==> src/hdl/ris_defs.svh <==
`ifndef RIS_DEFS_SVH
`define RIS_DEFS_SVH

// Register addresses
`define RIS_ADDR_PRIO 8'h14
`define RIS_ADDR_CTL 8'h15
`define RIS_ADDR_HOLDOFF 8'h16
`define RIS_ADDR_CFG 8'h17
`define RIS_ADDR_STATUS 8'h1D

// Reset values
`define RIS_PRIO_RST 8'hE4
`define RIS_CTL_RST 8'h00
`define RIS_HOLDOFF_RST 8'h80
`define RIS_CFG_RST 8'h82
`define RIS_REVAL_RST 7'h20

// Field positions
`define RIS_CTL_MASK_BIT 6
`define RIS_CTL_PREDIV_BIT 5
`define RIS_CTL_REVERTIVE_ENABLE_BIT 4
`define RIS_CTL_MODE_LSB 2
`define RIS_CTL_PICK_LSB 0
`define RIS_CFG_PRESCALE_LSB 6
`define RIS_CFG_PD_LSB 2
`define RIS_CFG_REVAL_LSB 0
`define RIS_STATUS_STICKY_BIT 6

// Timing counts
`define RIS_PRESCALE_BASE_LOG2 15
`define RIS_REVAL_BASE 7'h08
`define RIS_MISS_CYCLES 64

`endif

==> src/hdl/ris_pkg.sv <==
package ris_pkg;

  typedef enum logic [1:0] {
    RIS_MODE_MANUAL = 2'b00,
    RIS_MODE_AUTO = 2'b01,
    RIS_MODE_SHORT_HOLD = 2'b10,
    RIS_MODE_AUTO_HOLD = 2'b11
  } ris_mode_t;

  typedef enum logic [1:0] {
    RIS_ST_MANUAL = 2'b00,
    RIS_ST_AUTO = 2'b01,
    RIS_ST_HOLDOFF = 2'b10
  } ris_state_t;

endpackage : ris_pkg

==> src/hdl/ris_input_monitor.sv <==
`timescale 1ns/10ps
`include "ris_defs.svh"

module ris_input_monitor #(
  parameter int MISS_CYCLES = `RIS_MISS_CYCLES
) (
  input wire logic clk_i,
  input wire logic srst_i,
  input wire logic ref_clk_i,
  input wire logic powerdown_i,
  input wire logic predivide_i,
  input wire logic [1:0] reval_count_i,
  output logic los_o
);

  logic s1_r, s2_r, s3_r, lvl_r;
  logic [1:0] div_r;
  logic [15:0] gap_r;
  logic [6:0] reval_r;
  logic rise, period_pulse, missing;
  logic [6:0] reval_load;

  assign reval_load = 7'(`RIS_REVAL_BASE << reval_count_i);
  assign rise = (s2_r == s3_r) && s3_r && !lvl_r;
  // Pre-divide only thins valid periods; the pin is still sampled at clk_i
  assign period_pulse = rise && (!predivide_i || div_r == 2'h3);
  // Gaps are timed per raw edge so the pre-divider cannot stretch the miss window
  assign missing = (gap_r == 16'(MISS_CYCLES - 1)) && !rise;

  always_ff @(posedge clk_i)
  begin
    s1_r <= ref_clk_i;
    s2_r <= s1_r;
    s3_r <= s2_r;
    if (srst_i)
      lvl_r <= 1'b0;
    else if (s2_r == s3_r)
      lvl_r <= s3_r;
  end

  always_ff @(posedge clk_i)
  begin
    if (srst_i || !predivide_i)
      div_r <= 2'h0;
    else if (rise)
      div_r <= div_r + 2'h1;
  end

  always_ff @(posedge clk_i)
  begin
    if (srst_i || rise || missing)
      gap_r <= 16'h0000;
    else
      gap_r <= gap_r + 16'h0001;
  end

  always_ff @(posedge clk_i)
  begin
    if (srst_i)
    begin
      los_o <= 1'b1;
      reval_r <= `RIS_REVAL_RST;
    end
    else if (powerdown_i)
    begin
      los_o <= 1'b1;
      reval_r <= reval_load;
    end
    else if (!los_o)
    begin
      if (missing)
      begin
        los_o <= 1'b1;
        reval_r <= reval_load;
      end
    end
    else if (missing)
      reval_r <= reval_load;
    else if (period_pulse)
    begin
      if (reval_r <= 7'h01)
        los_o <= 1'b0;
      else
        reval_r <= reval_r - 7'h01;
    end
  end
endmodule : ris_input_monitor

==> src/hdl/ris_holdoff_timer.sv <==
`timescale 1ns/10ps
`include "ris_defs.svh"

module ris_holdoff_timer #(
  parameter int PRESCALE_BASE_LOG2 = `RIS_PRESCALE_BASE_LOG2
) (
  input wire logic clk_i,
  input wire logic srst_i,
  input wire logic vcxo_clk_i,
  input wire logic run_i,
  input wire logic [1:0] prescale_i,
  input wire logic [7:0] load_i,
  output logic expire_o
);

  logic v1_r, v2_r, v3_r, vlvl_r;
  logic [19:0] pre_r;
  logic [7:0] cnt_r;
  logic vtick, step;

  assign vtick = (v2_r == v3_r) && v3_r && !vlvl_r;
  // Divider by two to the power base+prescale
  assign step = vtick && (pre_r == 20'((20'h1 << (PRESCALE_BASE_LOG2 + prescale_i)) - 1));

  always_ff @(posedge clk_i)
  begin
    v1_r <= vcxo_clk_i;
    v2_r <= v1_r;
    v3_r <= v2_r;
    if (srst_i)
      vlvl_r <= 1'b0;
    else if (v2_r == v3_r)
      vlvl_r <= v3_r;
  end

  always_ff @(posedge clk_i)
  begin
    if (srst_i || !run_i || step)
      pre_r <= 20'h00000;
    else if (vtick)
      pre_r <= pre_r + 20'h00001;
  end

  always_ff @(posedge clk_i)
  begin
    if (srst_i)
    begin
      cnt_r <= `RIS_HOLDOFF_RST;
      expire_o <= 1'b0;
    end
    else if (!run_i)
    begin
      cnt_r <= load_i;
      expire_o <= 1'b0;
    end
    else if (step)
    begin
      if (cnt_r <= 8'h01)
      begin
        cnt_r <= load_i;
        expire_o <= 1'b1;
      end
      else
      begin
        cnt_r <= cnt_r - 8'h01;
        expire_o <= 1'b0;
      end
    end
    else
      expire_o <= 1'b0;
  end
endmodule : ris_holdoff_timer

==> src/hdl/ris_reference_input_selector.sv <==
// What this block does
// - Mode field codes 00..11: manual, auto, short-term holdover, auto with holdover.
// - Modes 00 and 10 route the manually picked input to the loop.
// - Automatic modes choose the reference from loss states and priorities.
// - Pick code 00..11 selects input 0..3.
// - With the mode low bit set the manual pick is ignored.
// - Auto-with-holdover: hold-off counter counts down after reference loss.
// - Hold-off counter reaching zero triggers the fail-over switch.
// - Hold-off counter reloads from its setting after each zero.
// - Hold-off steps are VCXO pulses divided by prescaler; default count 0x80.
// - Prescale code 10 gives 1.066ms steps at 122.88 MHz VCXO.
// - On loss an input loads its revalidation count, decrements per valid period.
// - A missing edge during revalidation reloads the count.
// - Count at zero revalidates the input and clears its loss flag.
// - Per-input power-down bit: 0 enabled, 1 disabled.
// - Mask 0: lock-loss flags fire on lock loss or selected reference loss.
// - Mask 1: only true lock loss drives the lock-loss flags and lock pin.
// - Priority 00 lowest to 11 highest; ties favour the lower input number.
// - Revertive: a revalidated input re-selects only if it outranks current.
// - Pre-divide bit divides the input by four before revalidation counting.
`timescale 1ns/10ps
`include "ris_defs.svh"

module ris_reference_input_selector #(
  parameter int MISS_CYCLES = `RIS_MISS_CYCLES,
  parameter int PRESCALE_BASE_LOG2 = `RIS_PRESCALE_BASE_LOG2
) (
  input wire logic clk_i,
  input wire logic srst_i,
  input wire logic [3:0] ref_clk_i,
  input wire logic vcxo_clk_i,
  input wire logic pll_lock_loss_i,
  input wire logic [7:0] reg_addr_i,
  input wire logic [7:0] reg_wdata_i,
  input wire logic reg_we_i,
  input wire logic reg_re_i,
  output logic [7:0] reg_rdata_o,
  output logic [1:0] ref_select_o,
  output logic ref_switch_o,
  output logic [3:0] input_signal_loss_o,
  output logic vcxo_lock_loss_live_o,
  output logic vcxo_lock_loss_sticky_o,
  output logic lock_o
);

  ////////////////////////////////////////////////////////////////////////////
  // Register file

  logic [7:0] prio_r, ctl_r, holdoff_count_value_r, cfg_r;
  logic sticky_clr;

  always_ff @(posedge clk_i)
  begin
    if (srst_i)
    begin
      prio_r <= `RIS_PRIO_RST;
      ctl_r <= `RIS_CTL_RST;
      holdoff_count_value_r <= `RIS_HOLDOFF_RST;
      cfg_r <= `RIS_CFG_RST;
    end
    else if (reg_we_i)
    begin
      case (reg_addr_i)
        `RIS_ADDR_PRIO: prio_r <= reg_wdata_i;
        `RIS_ADDR_CTL: ctl_r <= {1'b0, reg_wdata_i[6:0]};
        `RIS_ADDR_HOLDOFF: holdoff_count_value_r <= reg_wdata_i;
        `RIS_ADDR_CFG: cfg_r <= reg_wdata_i;
        default: ;
      endcase
    end
  end

  assign sticky_clr = reg_we_i && (reg_addr_i == `RIS_ADDR_STATUS)
    && reg_wdata_i[`RIS_STATUS_STICKY_BIT];

  ris_pkg::ris_mode_t reference_select_mode;
  logic [1:0] manual_pick, holdoff_prescale, revalidate_count;
  logic [3:0] input_powerdown;
  logic mask_ref_loss, revalidate_predivide, revertive_enable;

  // Control and config field decode
  assign reference_select_mode = ris_pkg::ris_mode_t'(ctl_r[`RIS_CTL_MODE_LSB +: 2]);
  assign manual_pick = ctl_r[`RIS_CTL_PICK_LSB +: 2];
  assign mask_ref_loss = ctl_r[`RIS_CTL_MASK_BIT];
  assign revalidate_predivide = ctl_r[`RIS_CTL_PREDIV_BIT];
  assign revertive_enable = ctl_r[`RIS_CTL_REVERTIVE_ENABLE_BIT];
  assign holdoff_prescale = cfg_r[`RIS_CFG_PRESCALE_LSB +: 2];
  assign input_powerdown = cfg_r[`RIS_CFG_PD_LSB +: 4];
  assign revalidate_count = cfg_r[`RIS_CFG_REVAL_LSB +: 2];

  ////////////////////////////////////////////////////////////////////////////
  // Per-input activity monitors

  logic [3:0] input_signal_loss, los_q_r, revalidated;

  genvar gi;
  generate
    for (gi = 0; gi < 4; gi++)
    begin : g_mon
      // Pins pass three flops inside the monitor before any decision
      ris_input_monitor #(
        .MISS_CYCLES(MISS_CYCLES)
      ) u_mon (
        .clk_i(clk_i),
        .srst_i(srst_i),
        .ref_clk_i(ref_clk_i[gi]),
        .powerdown_i(input_powerdown[gi]),
        .predivide_i(revalidate_predivide),
        .reval_count_i(revalidate_count),
        .los_o(input_signal_loss[gi])
      );
    end
  endgenerate

  always_ff @(posedge clk_i)
  begin
    if (srst_i)
      los_q_r <= 4'hF;
    else
      los_q_r <= input_signal_loss;
  end

  assign revalidated = los_q_r & ~input_signal_loss;

  ////////////////////////////////////////////////////////////////////////////
  // Best available input

  logic best_valid;
  logic [1:0] best_idx, best_prio, cur_prio;

  // Scan downward so that equal priority leaves the lower input chosen
  always_comb
  begin
    best_valid = 1'b0;
    best_idx = 2'h0;
    best_prio = 2'h0;
    for (int i = 3; i >= 0; i--)
    begin
      if (!input_signal_loss[i] && (!best_valid || prio_r[6 - 2 * i +: 2] >= best_prio))
      begin
        best_valid = 1'b1;
        best_idx = 2'(i);
        best_prio = prio_r[6 - 2 * i +: 2];
      end
    end
  end

  logic [1:0] sel_r;
  logic outranks, cur_lost, revert_req;

  assign cur_prio = prio_r[6 - 2 * sel_r +: 2];
  assign outranks = best_valid && ((best_prio > cur_prio)
    || (best_prio == cur_prio && best_idx < sel_r));
  assign cur_lost = input_signal_loss[sel_r];
  assign revert_req = revertive_enable && |(revalidated & ~(4'h1 << sel_r)) && outranks;

  ////////////////////////////////////////////////////////////////////////////
  // Selection state machine

  ris_pkg::ris_state_t state_r;
  logic holdoff_expire;

  ris_holdoff_timer #(
    .PRESCALE_BASE_LOG2(PRESCALE_BASE_LOG2)
  ) u_holdoff (
    .clk_i(clk_i),
    .srst_i(srst_i),
    .vcxo_clk_i(vcxo_clk_i),
    .run_i(state_r == ris_pkg::RIS_ST_HOLDOFF),
    .prescale_i(holdoff_prescale),
    .load_i(holdoff_count_value_r),
    .expire_o(holdoff_expire)
  );

  always_ff @(posedge clk_i)
  begin
    if (srst_i)
    begin
      state_r <= ris_pkg::RIS_ST_MANUAL;
      sel_r <= 2'h0;
      ref_switch_o <= 1'b0;
    end
    else
    begin
      ref_switch_o <= 1'b0;
      case (state_r)
        ris_pkg::RIS_ST_MANUAL:
        begin
          if (reference_select_mode[0])
            state_r <= ris_pkg::RIS_ST_AUTO;
          else
          begin
            sel_r <= manual_pick;
            ref_switch_o <= (manual_pick != sel_r);
          end
        end
        ris_pkg::RIS_ST_AUTO:
        begin
          // Pick field unused here; the low mode bit keeps us out of manual
          if (!reference_select_mode[0])
            state_r <= ris_pkg::RIS_ST_MANUAL;
          else if (cur_lost)
          begin
            if (reference_select_mode == ris_pkg::RIS_MODE_AUTO_HOLD)
              state_r <= ris_pkg::RIS_ST_HOLDOFF;
            else if (best_valid)
            begin
              sel_r <= best_idx;
              ref_switch_o <= 1'b1;
            end
          end
          else if (revert_req)
          begin
            sel_r <= best_idx;
            ref_switch_o <= 1'b1;
          end
        end
        ris_pkg::RIS_ST_HOLDOFF:
        begin
          if (!reference_select_mode[0])
            state_r <= ris_pkg::RIS_ST_MANUAL;
          else if (!cur_lost || reference_select_mode != ris_pkg::RIS_MODE_AUTO_HOLD)
            state_r <= ris_pkg::RIS_ST_AUTO;
          else if (holdoff_expire && best_valid)
          begin
            // With nothing valid the counter reloads and retries later
            sel_r <= best_idx;
            ref_switch_o <= 1'b1;
            state_r <= ris_pkg::RIS_ST_AUTO;
          end
        end
        default:
          state_r <= ris_pkg::RIS_ST_MANUAL;
      endcase
    end
  end

  ////////////////////////////////////////////////////////////////////////////
  // Lock-loss indications and status

  logic lol_nxt;

  assign lol_nxt = pll_lock_loss_i || (!mask_ref_loss && cur_lost);

  always_ff @(posedge clk_i)
  begin
    if (srst_i)
    begin
      vcxo_lock_loss_live_o <= 1'b0;
      lock_o <= 1'b0;
    end
    else
    begin
      vcxo_lock_loss_live_o <= lol_nxt;
      lock_o <= !lol_nxt;
    end
  end

  // Set beats clear so a loss in the clearing cycle is kept
  always_ff @(posedge clk_i)
  begin
    if (srst_i)
      vcxo_lock_loss_sticky_o <= 1'b0;
    else if (lol_nxt)
      vcxo_lock_loss_sticky_o <= 1'b1;
    else if (sticky_clr)
      vcxo_lock_loss_sticky_o <= 1'b0;
  end

  always_ff @(posedge clk_i)
  begin
    if (srst_i)
    begin
      ref_select_o <= 2'h0;
      input_signal_loss_o <= 4'hF;
    end
    else
    begin
      ref_select_o <= sel_r;
      input_signal_loss_o <= input_signal_loss;
    end
  end

  always_ff @(posedge clk_i)
  begin
    if (srst_i)
      reg_rdata_o <= 8'h00;
    else if (reg_re_i)
    begin
      case (reg_addr_i)
        `RIS_ADDR_PRIO: reg_rdata_o <= prio_r;
        `RIS_ADDR_CTL: reg_rdata_o <= ctl_r;
        `RIS_ADDR_HOLDOFF: reg_rdata_o <= holdoff_count_value_r;
        `RIS_ADDR_CFG: reg_rdata_o <= cfg_r;
        `RIS_ADDR_STATUS: reg_rdata_o <= {1'b0, vcxo_lock_loss_sticky_o, sel_r,
          input_signal_loss};
        default: reg_rdata_o <= 8'h00;
      endcase
    end
  end
endmodule : ris_reference_input_selector

==> config.mk <==
export PLATFORM = sky130hd
export DESIGN_NAME = ris_reference_input_selector
export DESIGN_NICKNAME = d
export VERILOG_FILES = /design/src/hdl/ris_pkg.sv /design/src/hdl/ris_input_monitor.sv /design/src/hdl/ris_holdoff_timer.sv /design/src/hdl/ris_reference_input_selector.sv
export VERILOG_INCLUDE_DIRS = /design/src /design/src/hdl
export SDC_FILE = /design/constraint.sdc
export NUM_CORES = 1
export LEC_CHECK = 0
export ABC_AREA = 1
export BUFFER_PORTS_ARGS = -buffer_cell sky130_fd_sc_hd__buf_2
export CORE_ASPECT_RATIO = 1.1
export CORE_MARGIN = 2
export CORE_UTILIZATION = 50
export CTS_BUF_LIST = sky130_fd_sc_hd__clkbuf_16
export DETAILED_ROUTE_END_ITERATION = 16
export PLACE_DENSITY = 0.74
export REMOVE_ABC_BUFFERS = 1
export SETUP_SLACK_MARGIN = 0.4
export SLEW_MARGIN = 25
export SYNTH_ARGS = -nofsm -noshare
export SYNTH_HDL_FRONTEND = slang
export SYNTH_SLANG_ARGS = --single-unit
==> constraint.sdc <==
create_clock -name clk_i -period 8.6 [get_ports clk_i]
set_clock_uncertainty 0.1 [all_clocks]
set_input_delay 1.29 -clock clk_i [delete_from_list [all_inputs] [get_ports clk_i]]
set_output_delay 1.29 -clock clk_i [all_outputs]
set_load 0.1 [all_outputs]
After elaboration in Yosys (flattened, before gate mapping)
Index checks and enable logic that the tools add are counted.
{ "word_totals": {"ff_bits": 206, "in_bits": 26, "output_inout_bits": 18} }
{ "op_classes": {"n_addsub": 17, "n_lt_le_gt_ge": 11, "eq_ne": 42, "shifts": 4, "n_mux": 93, "bitwise": 6, "reduce_logical": 97} }
{ "op_table": {"columns": ["operator", "count"], "rows": [
  ["7-bit 2-to-1 mux", 24],
  ["16-bit by 1-bit adder with 16-bit output (second input constant)", 4],
  ["16-bit by 6-bit equality test with 1-bit output (second input constant)", 4],
  ["2-bit 2-to-1 mux", 24],
  ["8-bit by 5-bit equality test with 1-bit output (second input constant)", 5],
  ["8-bit case mux with 5 select lines", 1],
  ["1-bit 2-to-1 mux", 37],
  ["8-bit by 33-bit indexed part select with 2-bit output", 1],
  ["1-bit by 32-bit left shift with 20-bit output (first input constant)", 1],
  ["1-bit logical AND", 30],
  ["7-bit by 1-bit less-or-equal comparator with 1-bit output (second input constant)", 4],
  ["7-bit by 1-bit subtractor with 7-bit output (second input constant)", 4],
  ["3-bit nonzero test", 9],
  ["8-bit 2-to-1 mux", 3],
  ["1-bit logical OR", 21],
  ["20-bit by 1-bit adder with 20-bit output (second input constant)", 1],
  ["20-bit equality test", 1],
  ["20-bit by 1-bit subtractor with 20-bit output (second input constant)", 1],
  ["1-bit zero test", 19],
  ["2-bit != test (second input constant)", 8],
  ["3-bit != test (second input constant)", 5],
  ["2-bit equality test (second input constant)", 6],
  ["3-bit by 2-bit != test with 1-bit output (second input constant)", 4],
  ["2-bit case mux with 3 select lines", 2],
  ["30 further kinds", 51]
]} }

Longest topological paths before layout
Gate-level depths: netlist of the first run.
{ "logic_depth": {"word_depth": 22, "mapped_depth": 37} }

By module
From an unflattened synthesis of the first run, not the netlist that was laid out.
{ "hier_totals": {"hier_cells": 1540, "hier_area_um2": 11060.6} }
{ "by_module_without_submodules": {"columns": ["module", "instances", "cells_per_inst", "area_per_inst_um2", "seq_area_each_um2"], "rows": [
  ["ris_input_monitor", 4, 219, 1610.3, 600.6],
  ["ris_reference_input_selector", 1, 388, 2793.9, 1061.0],
  ["ris_holdoff_timer", 1, 276, 1825.5, 660.6]
]} }

Least setup slack after synthesis of the first run
No wires, ideal clock.
{ "synth_timing": {"path_kind": "reg2reg", "from": "register g_mon[3].u_mon.los_o", "to": "register sel_r[0]", "t_arrival_ns": 3.687, "required_time_ns": 8.387, "slack_ns": 4.700, "path_stages_with_launch": 31, "synth_period_minus_slack_ns": 3.900, "path_cell_list": "dfxtp_1 -> inv_1 -> nand2_1 -> ha_1 -> nand2_1 -> nand2_1 -> nand2_1 -> o21ai_0 -> ha_1 -> o21ai_0 -> nand2_1 -> nand2_1 -> nand2_1 -> o21ai_0 -> ha_1 -> o21ai_0 -> nand3b_1 -> nand2_1 -> inv_1 -> nand2_1 -> o21ai_0 -> ha_1 -> nand2_1 -> nand2_1 -> nand3_1 -> a41oi_1 -> nand2_1 -> nand3_1 -> nand3_2 -> nor2_1 -> nor2_1"} }
{ "synth_via": {"elab_chain_cells": 20, "elab_cells_between_ends": 55, "classes_between": "order compare (5); eq/ne (6); mux (23); bitwise (3); reduce/logical (18)"} }
{ "synth_lines": {"columns": ["element", "line", "source"], "rows": [
  ["start, declared", "ris_input_monitor.sv:13", "output logic los_o"],
  ["start signal, assigned", "ris_input_monitor.sv:61", "los_o <= 1'b1;"],
  ["start signal, assigned", "ris_input_monitor.sv:66", "los_o <= 1'b1;"],
  ["start signal, assigned", "ris_input_monitor.sv:73", "los_o <= 1'b1;"],
  ["2-bit 2-to-1 mux", "ris_reference_input_selector.sv:139", "if (!input_signal_loss[i] && (!best_valid || prio_r[6 - 2 * i +: 2] >= best_prio))"],
  ["2-bit >= comparator", "ris_reference_input_selector.sv:139", null],
  ["1-bit logical OR", "ris_reference_input_selector.sv:139", null],
  ["1-bit logical AND", "ris_reference_input_selector.sv:139", null],
  ["2-bit 2-to-1 mux / 1-bit 2-to-1 mux (equally long branches)", "ris_reference_input_selector.sv:139", null],
  ["2-bit >= comparator / 1-bit zero test (equally long branches)", "ris_reference_input_selector.sv:139", null],
  ["1-bit logical OR", "ris_reference_input_selector.sv:139", null],
  ["1-bit logical AND", "ris_reference_input_selector.sv:139", null],
  ["[4 not listed]", null, null],
  ["2-bit 2-to-1 mux", "ris_reference_input_selector.sv:139", null],
  ["2-bit less-than comparator / 2-bit equality test (equally long branches)", "ris_reference_input_selector.sv:153", "|| (best_prio == cur_prio && best_idx < sel_r));"],
  ["1-bit logical AND", "ris_reference_input_selector.sv:153", null],
  ["1-bit logical OR", "ris_reference_input_selector.sv:153", null],
  ["1-bit logical AND", "ris_reference_input_selector.sv:152", "assign outranks = best_valid && ((best_prio > cur_prio)"],
  ["1-bit logical AND", "ris_reference_input_selector.sv:155", "assign revert_req = revertive_enable && |(revalidated & ~(4'h1 << sel_r)) && outranks;"],
  ["3-bit != test (no source line)", null, null],
  ["9-bit AND reduction (no source line)", null, null],
  ["end signal, assigned", "ris_reference_input_selector.sv:193", "sel_r <= manual_pick;"],
  ["end signal, assigned", "ris_reference_input_selector.sv:208", "sel_r <= best_idx;"],
  ["end signal, assigned", "ris_reference_input_selector.sv:214", "sel_r <= best_idx;"],
  ["end, declared", "ris_reference_input_selector.sv:148", "logic [1:0] sel_r;"]
]} }
Several ways; a longest one is shown, not always the timed one. The select of a mux whose other input is x is not followed.
A chain may end at the register's enable or synchronous reset.

Worst setup path in the final report of the first run
{ "layout_timing": {"from": "register g_mon[3].u_mon.los_o", "to": "register sel_r[1]"} }
Same word-level chain as after synthesis.

==> run metrics, run 1 <==
outcome finished clean; # setup viols final 0; Flop pwr share 0.443; Worst VDD drop 236 µV; switching share of power 0.301; clock-pin slew on the worst setup and hold paths 0.06 ns; critical path required time 8.94 ns; Logic pwr share 0.176; setup TNS 0 ns; root buffer cell clkbuf_16; hold path depth 0; worst setup path start g_mon[3].u_mon.los_o; hold buffer count at CTS 0; most used cell, CP nand2_1; Die Ht 153 µm; Clk network pwr share 0.381; post_cts resized 0; gr usage total 0.203; GP Congestion 0.920; # fillers 1869; Pint 0.00165 W; WHS Endpoint g_mon[1].u_mon.s2_r; post-DP HPWL around 16000 µm; Die X 139 µm; Worst Path Arrival 4.82 ns; aggregate routed wire length 21700 µm; vias per std cell 5.35; RR Endpoint sel_r[1]; leakage power 4.54 nW; fin crit period 4.48 ns; layout cells sized above 1 0.128; fin crit share 0.521; htree depth 1; WS Path Type reg2reg; vias in the first global route 8165; asr flop ratio synth 0; CTS tree done; First DRT Iteration DRCs 569; Worst Setup End Kind flip-flop; area growth from synthesis to layout 11.0%; P per Cell Area 212 mW/mm²; Post-CTS Repair Setup Buffers 0; Worst-Margin Slew 0.639 ns; core footprint 0.0198 mm²; Critical Path Fanout Max 8; CP max-delay cell dfxtp_1; mapped cell area 0.0101 mm²; hold path start g_mon[1].u_mon.s1_r; Slew HR 0.572; grt ovf 0; Post-synth EDFFs 0; HP Class reg2reg; Slew Limit Fails 0; DR WL/cell 13.3 µm; first-pass GRT wire length 37100 µm; nets@finish 1432; number of distinct library cells after synthesis 57; worst reg-to-reg setup slack roughly 4 ns; Post-DRT Antenna Nets 0; CP Launch Type flip-flop; Starting Density 0.508; Worst R2R Path Depth 31; ys flop type dfxtp_1; routed via count 8745; Cells after Synth 1322; CP peak stage delay 0.37 ns; drt pass-1 iters 5; #FFs+latches synth about 200; largest net degree at the start of global routing 44; Avg Cell Area, Syn 7.60 µm²; Num CTS Buffers 23; Clock Tree Buf Depth 3; Max Clk Rate 223 MHz; register area share after synthesis 0.410; # diodes 0; Ys Warns 0; # rows 54; Hold WS 0.228 ns; initial antenna violation count 0; IO buf count 43; maxcap violations 0; RSZ-0062 raised after global routing false; clk sinks 206; io pins 44; DRC 0; DIE AREA 0.0213 mm²; Fin. Hold Viols 0; Clock Latency Late Sink 0.51 ns; reg-to-reg critical path startpoint g_mon[3].u_mon.los_o; net switching power around 0.00071 W
==> critical path, delay by kind of cell (launching register included) <==
family	cells	cell delay, ns
AO/OA/AOI/OAI	6	0.97
AND/OR/NAND/NOR	19	1.55
adder cells (fa/ha/maj)	4	1.17
buffers and inverters	2	0.30
flip-flops	1	0.37
==> routing by layer <==
layer | vias to the layer above | wire [µm] | GRT usage
met2 | 187 | 9820 | 0.339
met5 | - | 0 | 0
li1 | 4515 | - | -
met1 | 3973 | 9960 | 0.265
met3 | 70 | 1050 | 0.0289
met4 | 0 | 868 | 0.0842
==> through the flow <==
step	total power (W)	utilization	worst slack, ns	instance area [µm²]	std cells
6_report	0.00236	0.563	4.12	11200	1636
5_1_grt	0.00249	0.563	3.59	11200	1636
3_5_place_dp	0.00148	0.529	4.22	10500	1595
4_1_cts	0.00238	0.563	4.19	11200	1636
2_1_floorplan	0.00139	-	4.68	9930	1299
3_3_place_gp	0.00148	0.529	4.38	10500	1595
==> registers in the layout, summed over array words and instances, names as in the netlist, 4 cells and up <==
signal and cells:
cfg_r 8, g_mon.u_mon.s1_r 4, input_signal_loss_o 4, reg_rdata_o 8, u_holdoff.cnt_r 8, g_mon.u_mon.div_r 8
holdoff_count_value_r 8, g_mon.u_mon.los_o 4, g_mon.u_mon.lvl_r 4, ctl_r 7, g_mon.u_mon.gap_r 64, prio_r 8
g_mon.u_mon.s3_r 4, g_mon.u_mon.s2_r 4, u_holdoff.pre_r 20, g_mon.u_mon.reval_r 28
==> cell usage in the layout, fill, tap and decap left out, drive strengths merged, types with 38 or more instances in the layout <==
cell type  instances
nor3              55
a21oi             83
o21ai             97
nand3             54
nor2             183
inv              193
nand2            214
dfxtp            206
ha                38
buf               44
==> kinds of logic after synthesis <==
| logic type | Yosys count | share of synthesized area |
|---|---|---|
| simple gates | 577 | 0.280 |
| compound gates | 260 | 0.153 |
| buf+inv | 210 | 0.0825 |
| flops | 206 | 0.410 |
| fa+ha+maj | 38 | 0.0473 |
| xor+xnor | 30 | 0.0261 |
| mux | 1 | 0.000996 |
==> cell usage after synthesis, drive strengths merged (6+ instances only) <==
cell | instances | area (µm²)
nand2 | 214 | 833
dfxtp | 206 | 4120
inv | 186 | 701
nor2 | 183 | 749
o21ai | 97 | 485
a21oi | 83 | 419
nor3 | 55 | 353
nand3 | 54 | 285
ha | 38 | 475
xor2 | 22 | 193
nand4 | 21 | 150
nor4 | 21 | 241
o211ai | 16 | 120
a211oi | 14 | 120
buf | 14 | 91.3
nor3b | 12 | 90.1
o22ai | 11 | 68.8
o31ai | 10 | 75.1
clkbuf | 9 | 33.8
xnor2 | 8 | 70.1
a31oi | 7 | 43.8
o2111ai | 7 | 78.8
or2 | 7 | 43.8
and3 | 6 | 37.5
==> area by class of cell <==
type,count,area (µm²),area share
multi-input combinational,906,5100,0.457
sequential,206,4120,0.370
inverter,187,704,0.0632
clock buffer,23,576,0.0516
tap,252,315,0.0283
timing repair buffer,44,223,0.0200
clock inverter,18,114,0.0102
==> worst max path at each step <==
stage	end
global route	sel_r[0]
finish	sel_r[1]
CTS	sel_r[0]
global placement	sel_r[0]
floorplan	sel_r[0]
detailed placement	sel_r[0]
==> power by group through the flow <==
stage,Combinational [W],Clock [W],Sequential [W]
final,0.000417,0.000900,0.00105
after global routing,0.000474,0.000959,0.00106
after CTS,0.000417,0.000921,0.00105
after detailed placement,0.000415,0,0.00107
after global placement,0.000409,0,0.00107
after floorplan,0.000267,0,0.00113
No activity file was read; power rests on OpenSTA's default activity.
==> run 2, diff against run 1 <==
--- a/config.mk
+++ b/config.mk
@@ -13,7 +13,7 @@
 export CORE_UTILIZATION = 50
 export CTS_BUF_LIST = sky130_fd_sc_hd__clkbuf_16
 export DETAILED_ROUTE_END_ITERATION = 16
-export PLACE_DENSITY = 0.74
+export PLACE_DENSITY = 0.76
 export REMOVE_ABC_BUFFERS = 1
 export SETUP_SLACK_MARGIN = 0.4
 export SLEW_MARGIN = 25
==> constraint.sdc (replaced) <==
create_clock -name clk_i -period 4.1 [get_ports clk_i]
set_clock_uncertainty 0.1 [all_clocks]
set_input_delay 0.615 -clock clk_i [delete_from_list [all_inputs] [get_ports clk_i]]
set_output_delay 0.615 -clock clk_i [all_outputs]
set_load 0.1 [all_outputs]
==> run 2 against run 1 <==
Setup slack got worse by 4.1 ns. Count of clock-buffer cells in the layout did not move. Critical path depth is 2 higher. Global-route usage increased by 0.56 points. Sequential share of layout area fell by 1.5 points. Non-clock buffer count grew 23. Largest cell class unchanged. Highest routed layer unchanged.
==> run metrics, run 2 (synthesized netlist as in run 1, its figures left out) <==
number of flip-flops in the largest register 64; # setup viols final 0; RSZ-0062 raised after global routing true; crit-path leading delay family simple AND/OR/NAND/NOR gates; Clock Tree Buf Depth 3; # diodes 0; maxcap violations 0; leakage power 4.75 nW; hold buffer count at CTS 0; Slew Limit Fails 0; Max Clk Rate around 250 MHz; clock-pin slew on the worst setup and hold paths roughly 0.060 ns; clk sinks 206; grt ovf 0; Multi-input gate area 0.00528 mm²; placed cells 1601; Num CTS Buffers 23; io pins 44; outcome finished clean; IO buf count 43; # fillers 1742; CP Launch Type flip-flop; Worst Setup End Kind flip-flop; DR WL/cell 13.7 µm; htree depth 1; Slew HR 0.559; commonest non-fill, non-tap cells in the layout dfxtp_1 (203), nand2_1 (189), nor2_1 (162); DRC 0; CTS tree done; gr usage total 0.209; P per Cell Area 456 mW/mm²; Final Cell Area 0.0116 mm²; post-DP HPWL 15900 µm; Fin. Hold Viols 0; fin crit period 4.07 ns; root buffer cell clkbuf_16; worst reg-to-reg setup slack 0.03 ns; core footprint 0.0198 mm²; # rows 54; Post-DP Area 0.0105 mm²; most common cell after layout, fill and taps aside dfxtp_1; HP Class in2reg; First DRT Iteration DRCs 570; vias per std cell 5.44; Die Ht approximately 150 µm; drt pass-1 iters 5; most used cell, CP nand2_2; nets@finish 1455; Largest Register g_mon.u_mon.gap_r; area growth from synthesis to layout 15.8%; GP Congestion 0.880; Starting Density 0.508; aggregate routed wire length 22800 µm; Top Registers g_mon.u_mon.gap_r: 64 flops, g_mon.u_mon.reval_r: 28 flops, u_holdoff.pre_r: 20 flops; post-layout util 0.588; largest net degree at the start of global routing 28; Post-DRT Antenna Nets 0; Die X between 100 and 150 µm; sequential cell area 0.00413 mm²; Critical Path Fanout Max 5; WS Path Type reg2reg; final std cells w/o fill 1660; routed via count 9026; first-pass GRT wire length 38100 µm; initial antenna violation count 0; vias in the first global route 8244; Clock Latency Late Sink 0.52 ns; Worst Path Arrival ~4.4 ns; DIE AREA 0.0213 mm²; layout cells sized above 1 0.173; Worst-Margin Slew around 0.66 ns; fin crit share 0.994; critical path required time 4.45 ns; CP max-delay cell ha_1; Worst VDD drop between 400 and 500 µV; CP bufs+invs 3; CP peak stage delay 0.33 ns
==> run 2: cell types whose count changed in the layout (fill, tap and decap cells not counted), sizes merged <==
cell	delta
bufinv	+4
buf	+23
inv	+1
clkinvlp	-2
clkinv	-2
==> run 2: final cells by class <==
type                            count  area share
Multi-Input combinational cell    906       0.454
Sequential cell                   206       0.355
Clock inverter                     19      0.0194
Timing Repair Buffer               67      0.0343
Inverter                          187      0.0608
Clock buffer                       23      0.0495
Tap cell                          252      0.0271
==> run 2: path summary, 6_finish.rpt <==
| check | start | cells after the start | to |
|---|---|---|---|
| max | prio_r[0] | 33 | sel_r[1] |
| min | ref_clk_i[1] | 1 | g_mon[1].u_mon.s1_r |
| max reg2reg | prio_r[0] | 33 | sel_r[1] |
| min reg2reg | g_mon[2].u_mon.s1_r | 0 | g_mon[2].u_mon.s2_r |
==> run 2: power by group <==
group / switching (W) / total, W / internal [W]
Clock: 0.000841 / 0.00218 / 0.00134
Combinational: 0.000630 / 0.000928 / 0.000298
Sequential: 0.0000886 / 0.00220 / 0.00211
==> run 2: timing repair <==
| action | in CTS | in global routing |
|---|---|---|
| endpoints found under the setup margin | 3 | 3 |
| pin swaps | 20 | 26 |
| resized for setup | 24 | 36 |
| setup buffers | 11 | 6 |
==> run 2: metrics by stage <==
step	worst slack [ns]	hold WS (ns)	total power, W	TNS [ns]
after floorplan	0.183	0.210	0.00292	0
after global placement	0.00337	0.211	0.00310	0
after detailed placement	-0.171	0.212	0.00311	-0.458
after CTS	0.212	0.0852	0.00531	0
after global routing	-0.256	0.0908	0.00556	-0.708
final	0.0257	0.103	0.00531	0
==> run 2: per-layer routing <==
layer  up-vias  track usage  share of wire
met5         -            0              0
met4         0       0.0798          0.035
met3        61       0.0321          0.056
met2       255        0.354           0.47
met1      4133        0.269           0.44
li1       4577            -              -
==> run 3, diff against run 2 <==
--- a/config.mk
+++ b/config.mk
@@ -13,7 +13,7 @@
 export CORE_UTILIZATION = 50
 export CTS_BUF_LIST = sky130_fd_sc_hd__clkbuf_16
 export DETAILED_ROUTE_END_ITERATION = 16
-export PLACE_DENSITY = 0.76
+export PLACE_DENSITY = 0.75
 export REMOVE_ABC_BUFFERS = 1
 export SETUP_SLACK_MARGIN = 0.4
 export SLEW_MARGIN = 25
==> run 3 against run 2 <==
Core utilization shrank 0.62 points. First-iteration DRC count grew 3.7%. Global-route usage grew 0.15 points. Sequential share of layout area increased by 0.38 points. Design area shrank 1.1%. Die area is the same. Non-clock buffer count grew 3. Register-to-register slack gained 0.08 ns. Critical path depth rose by 1. Count of clock-buffer cells in the layout did not move. Combinational power shrank 1%. Sequential cell count unchanged.
==> run metrics, run 3 (synthesized netlist as in run 1, its figures left out) <==
outcome finished clean; First DRT Iteration DRCs 591; GRT Max-Usage Layer met2; # rows 54; grt met2 use 0.359; area growth from synthesis to layout 14.6%; Largest Register g_mon.u_mon.gap_r; grt ovf 0; routed via count 9028; Worst VDD drop approximately 500 µV; CTS tree done; vias in the first global route ~8200; Slew Limit Fails 0; leakage power 4.68 nW; GRT met1 Usage 0.271; Hold WS 0.110 ns; Worst-Margin Slew 0.709 ns; fin crit period 3.99 ns; drt pass-1 iters 7; CP peak stage delay 0.35 ns; most common cell after layout, fill and taps aside dfxtp_1; GP Congestion 0.902; Fin. Hold Viols 0; Post-DRT Antenna Nets 0; crit-path leading delay family simple AND/OR/NAND/NOR gates; vias per std cell 5.44; hold buffer count at CTS 0; core footprint 0.0198 mm²; Max Clk Rate 250 MHz; gr usage total 0.210; aggregate routed wire length between 20000 and 25000 µm; Tot Pwr roughly 0.0051 W; IO buf count 43; commonest non-fill, non-tap cells in the layout dfxtp_1 (203), nand2_1 (192), nor2_1 (163); CP bufs+invs 3; final std cells w/o fill ~1700; initial antenna violation count 1; Slew HR 0.515; DRC 0; Starting Density 0.508; largest net degree at the start of global routing between 40 and 50; Num CTS Buffers 23; DIE AREA 0.0213 mm²; placed cells around 1600; Clock Tree Buf Depth 3; number of flip-flops in the largest register 64; Top Registers g_mon.u_mon.gap_r: 64 flops, g_mon.u_mon.reval_r: 28 flops, u_holdoff.pre_r: 20 flops; Final Cell Area 0.0115 mm²; Worst Setup End Kind flip-flop; RSZ-0062 raised after global routing true; post-DP HPWL 16000 µm; Die X 139 µm; most used cell, CP nand2_1; Critical Path Fanout Max 5; fin crit share 0.974; # setup viols final 0; first-pass GRT wire length around 38000 µm; clk sinks around 200; Worst Path Arrival roughly 4.3 ns; maxcap violations 0; HP Class in2reg; root buffer cell clkbuf_16; WS Path Type reg2reg; htree depth 1; critical path required time 4.44 ns; # fillers between 1500 and 2000; Die Ht roughly 150 µm; nets@finish ~1500; layout cells sized above 1 0.168; Clock Latency Late Sink 0.50 ns; CP Launch Type flip-flop; CP max-delay cell dfxtp_2; clock-pin slew on the worst setup and hold paths 0.06 ns; DR WL/cell around 14 µm; GR Util met3 0.0314; io pins 44; Post-DP Area 0.0105 mm²; P per Cell Area between 400 and 500 mW/mm²; worst reg-to-reg setup slack about 0.11 ns
-- run 3: power breakdown --
group,leakage [nW],switching (W),internal [W]
logic,2.64,0.000627,0.000292
clock network,0.362,0.000804,0.00114
registers,1.68,0.0000873,0.00211
-- run 3: layout make-up --
type | instances | area (µm²) | share of cell area
Antenna cell | 1 | 2.50 | 0.000217
Sequential cell | 206 | 4130 | 0.359
Timing Repair Buffer | 70 | 422 | 0.0366
Inverter | 187 | 707 | 0.0614
Clock buffer | 23 | 576 | 0.0500
Multi-Input combinational cell | 906 | 5240 | 0.455
Tap cell | 252 | 315 | 0.0274
Clock inverter | 16 | 125 | 0.0109
-- run 3: per-layer routing --
| metal | vias to the layer above | routed length, µm |
|---|---|---|
| met5 | - | 0 |
| met4 | 0 | 679 |
| met3 | 58 | 1270 |
| met2 | 270 | 10900 |
| met1 | 4126 | 10300 |
| li1 | 4574 | - |
-- run 3: worst paths after layout --
path             startpoint             end  depth (start not counted)
max               prio_r[0]        sel_r[0]                         34
min              vcxo_clk_i  u_holdoff.v1_r                          1
max reg2reg       prio_r[0]        sel_r[0]                         34
min reg2reg  u_holdoff.v1_r  u_holdoff.v2_r                          0
-- run 3: worst reg2reg max path: cells and delay by family, from the launching register on --
family | cells | cell delay [ns]
AO/OA/AOI/OAI | 6 | 0.67
adder cells (fa/ha/maj) | 4 | 1.00
buffers and inverters | 3 | 0.15
flip-flops | 1 | 0.35
AND/OR/NAND/NOR | 21 | 1.67
-- run 3: per-stage QoR --
step                setup TNS, ns  setup slack [ns]   util
floorplan                       0             0.183      -
global placement                0            0.0331  0.531
detailed placement         -0.514            -0.202  0.531
CTS                             0             0.204  0.573
global route               -0.192           -0.0820  0.582
finish                          0             0.106  0.582
-- run 3: what timing repair did --
action | in CTS | in global routing
pin swaps | 21 | 20
endpoints found under the setup margin | 3 | 3
gates resized for setup | 20 | 31
setup buffers | 13 | 7
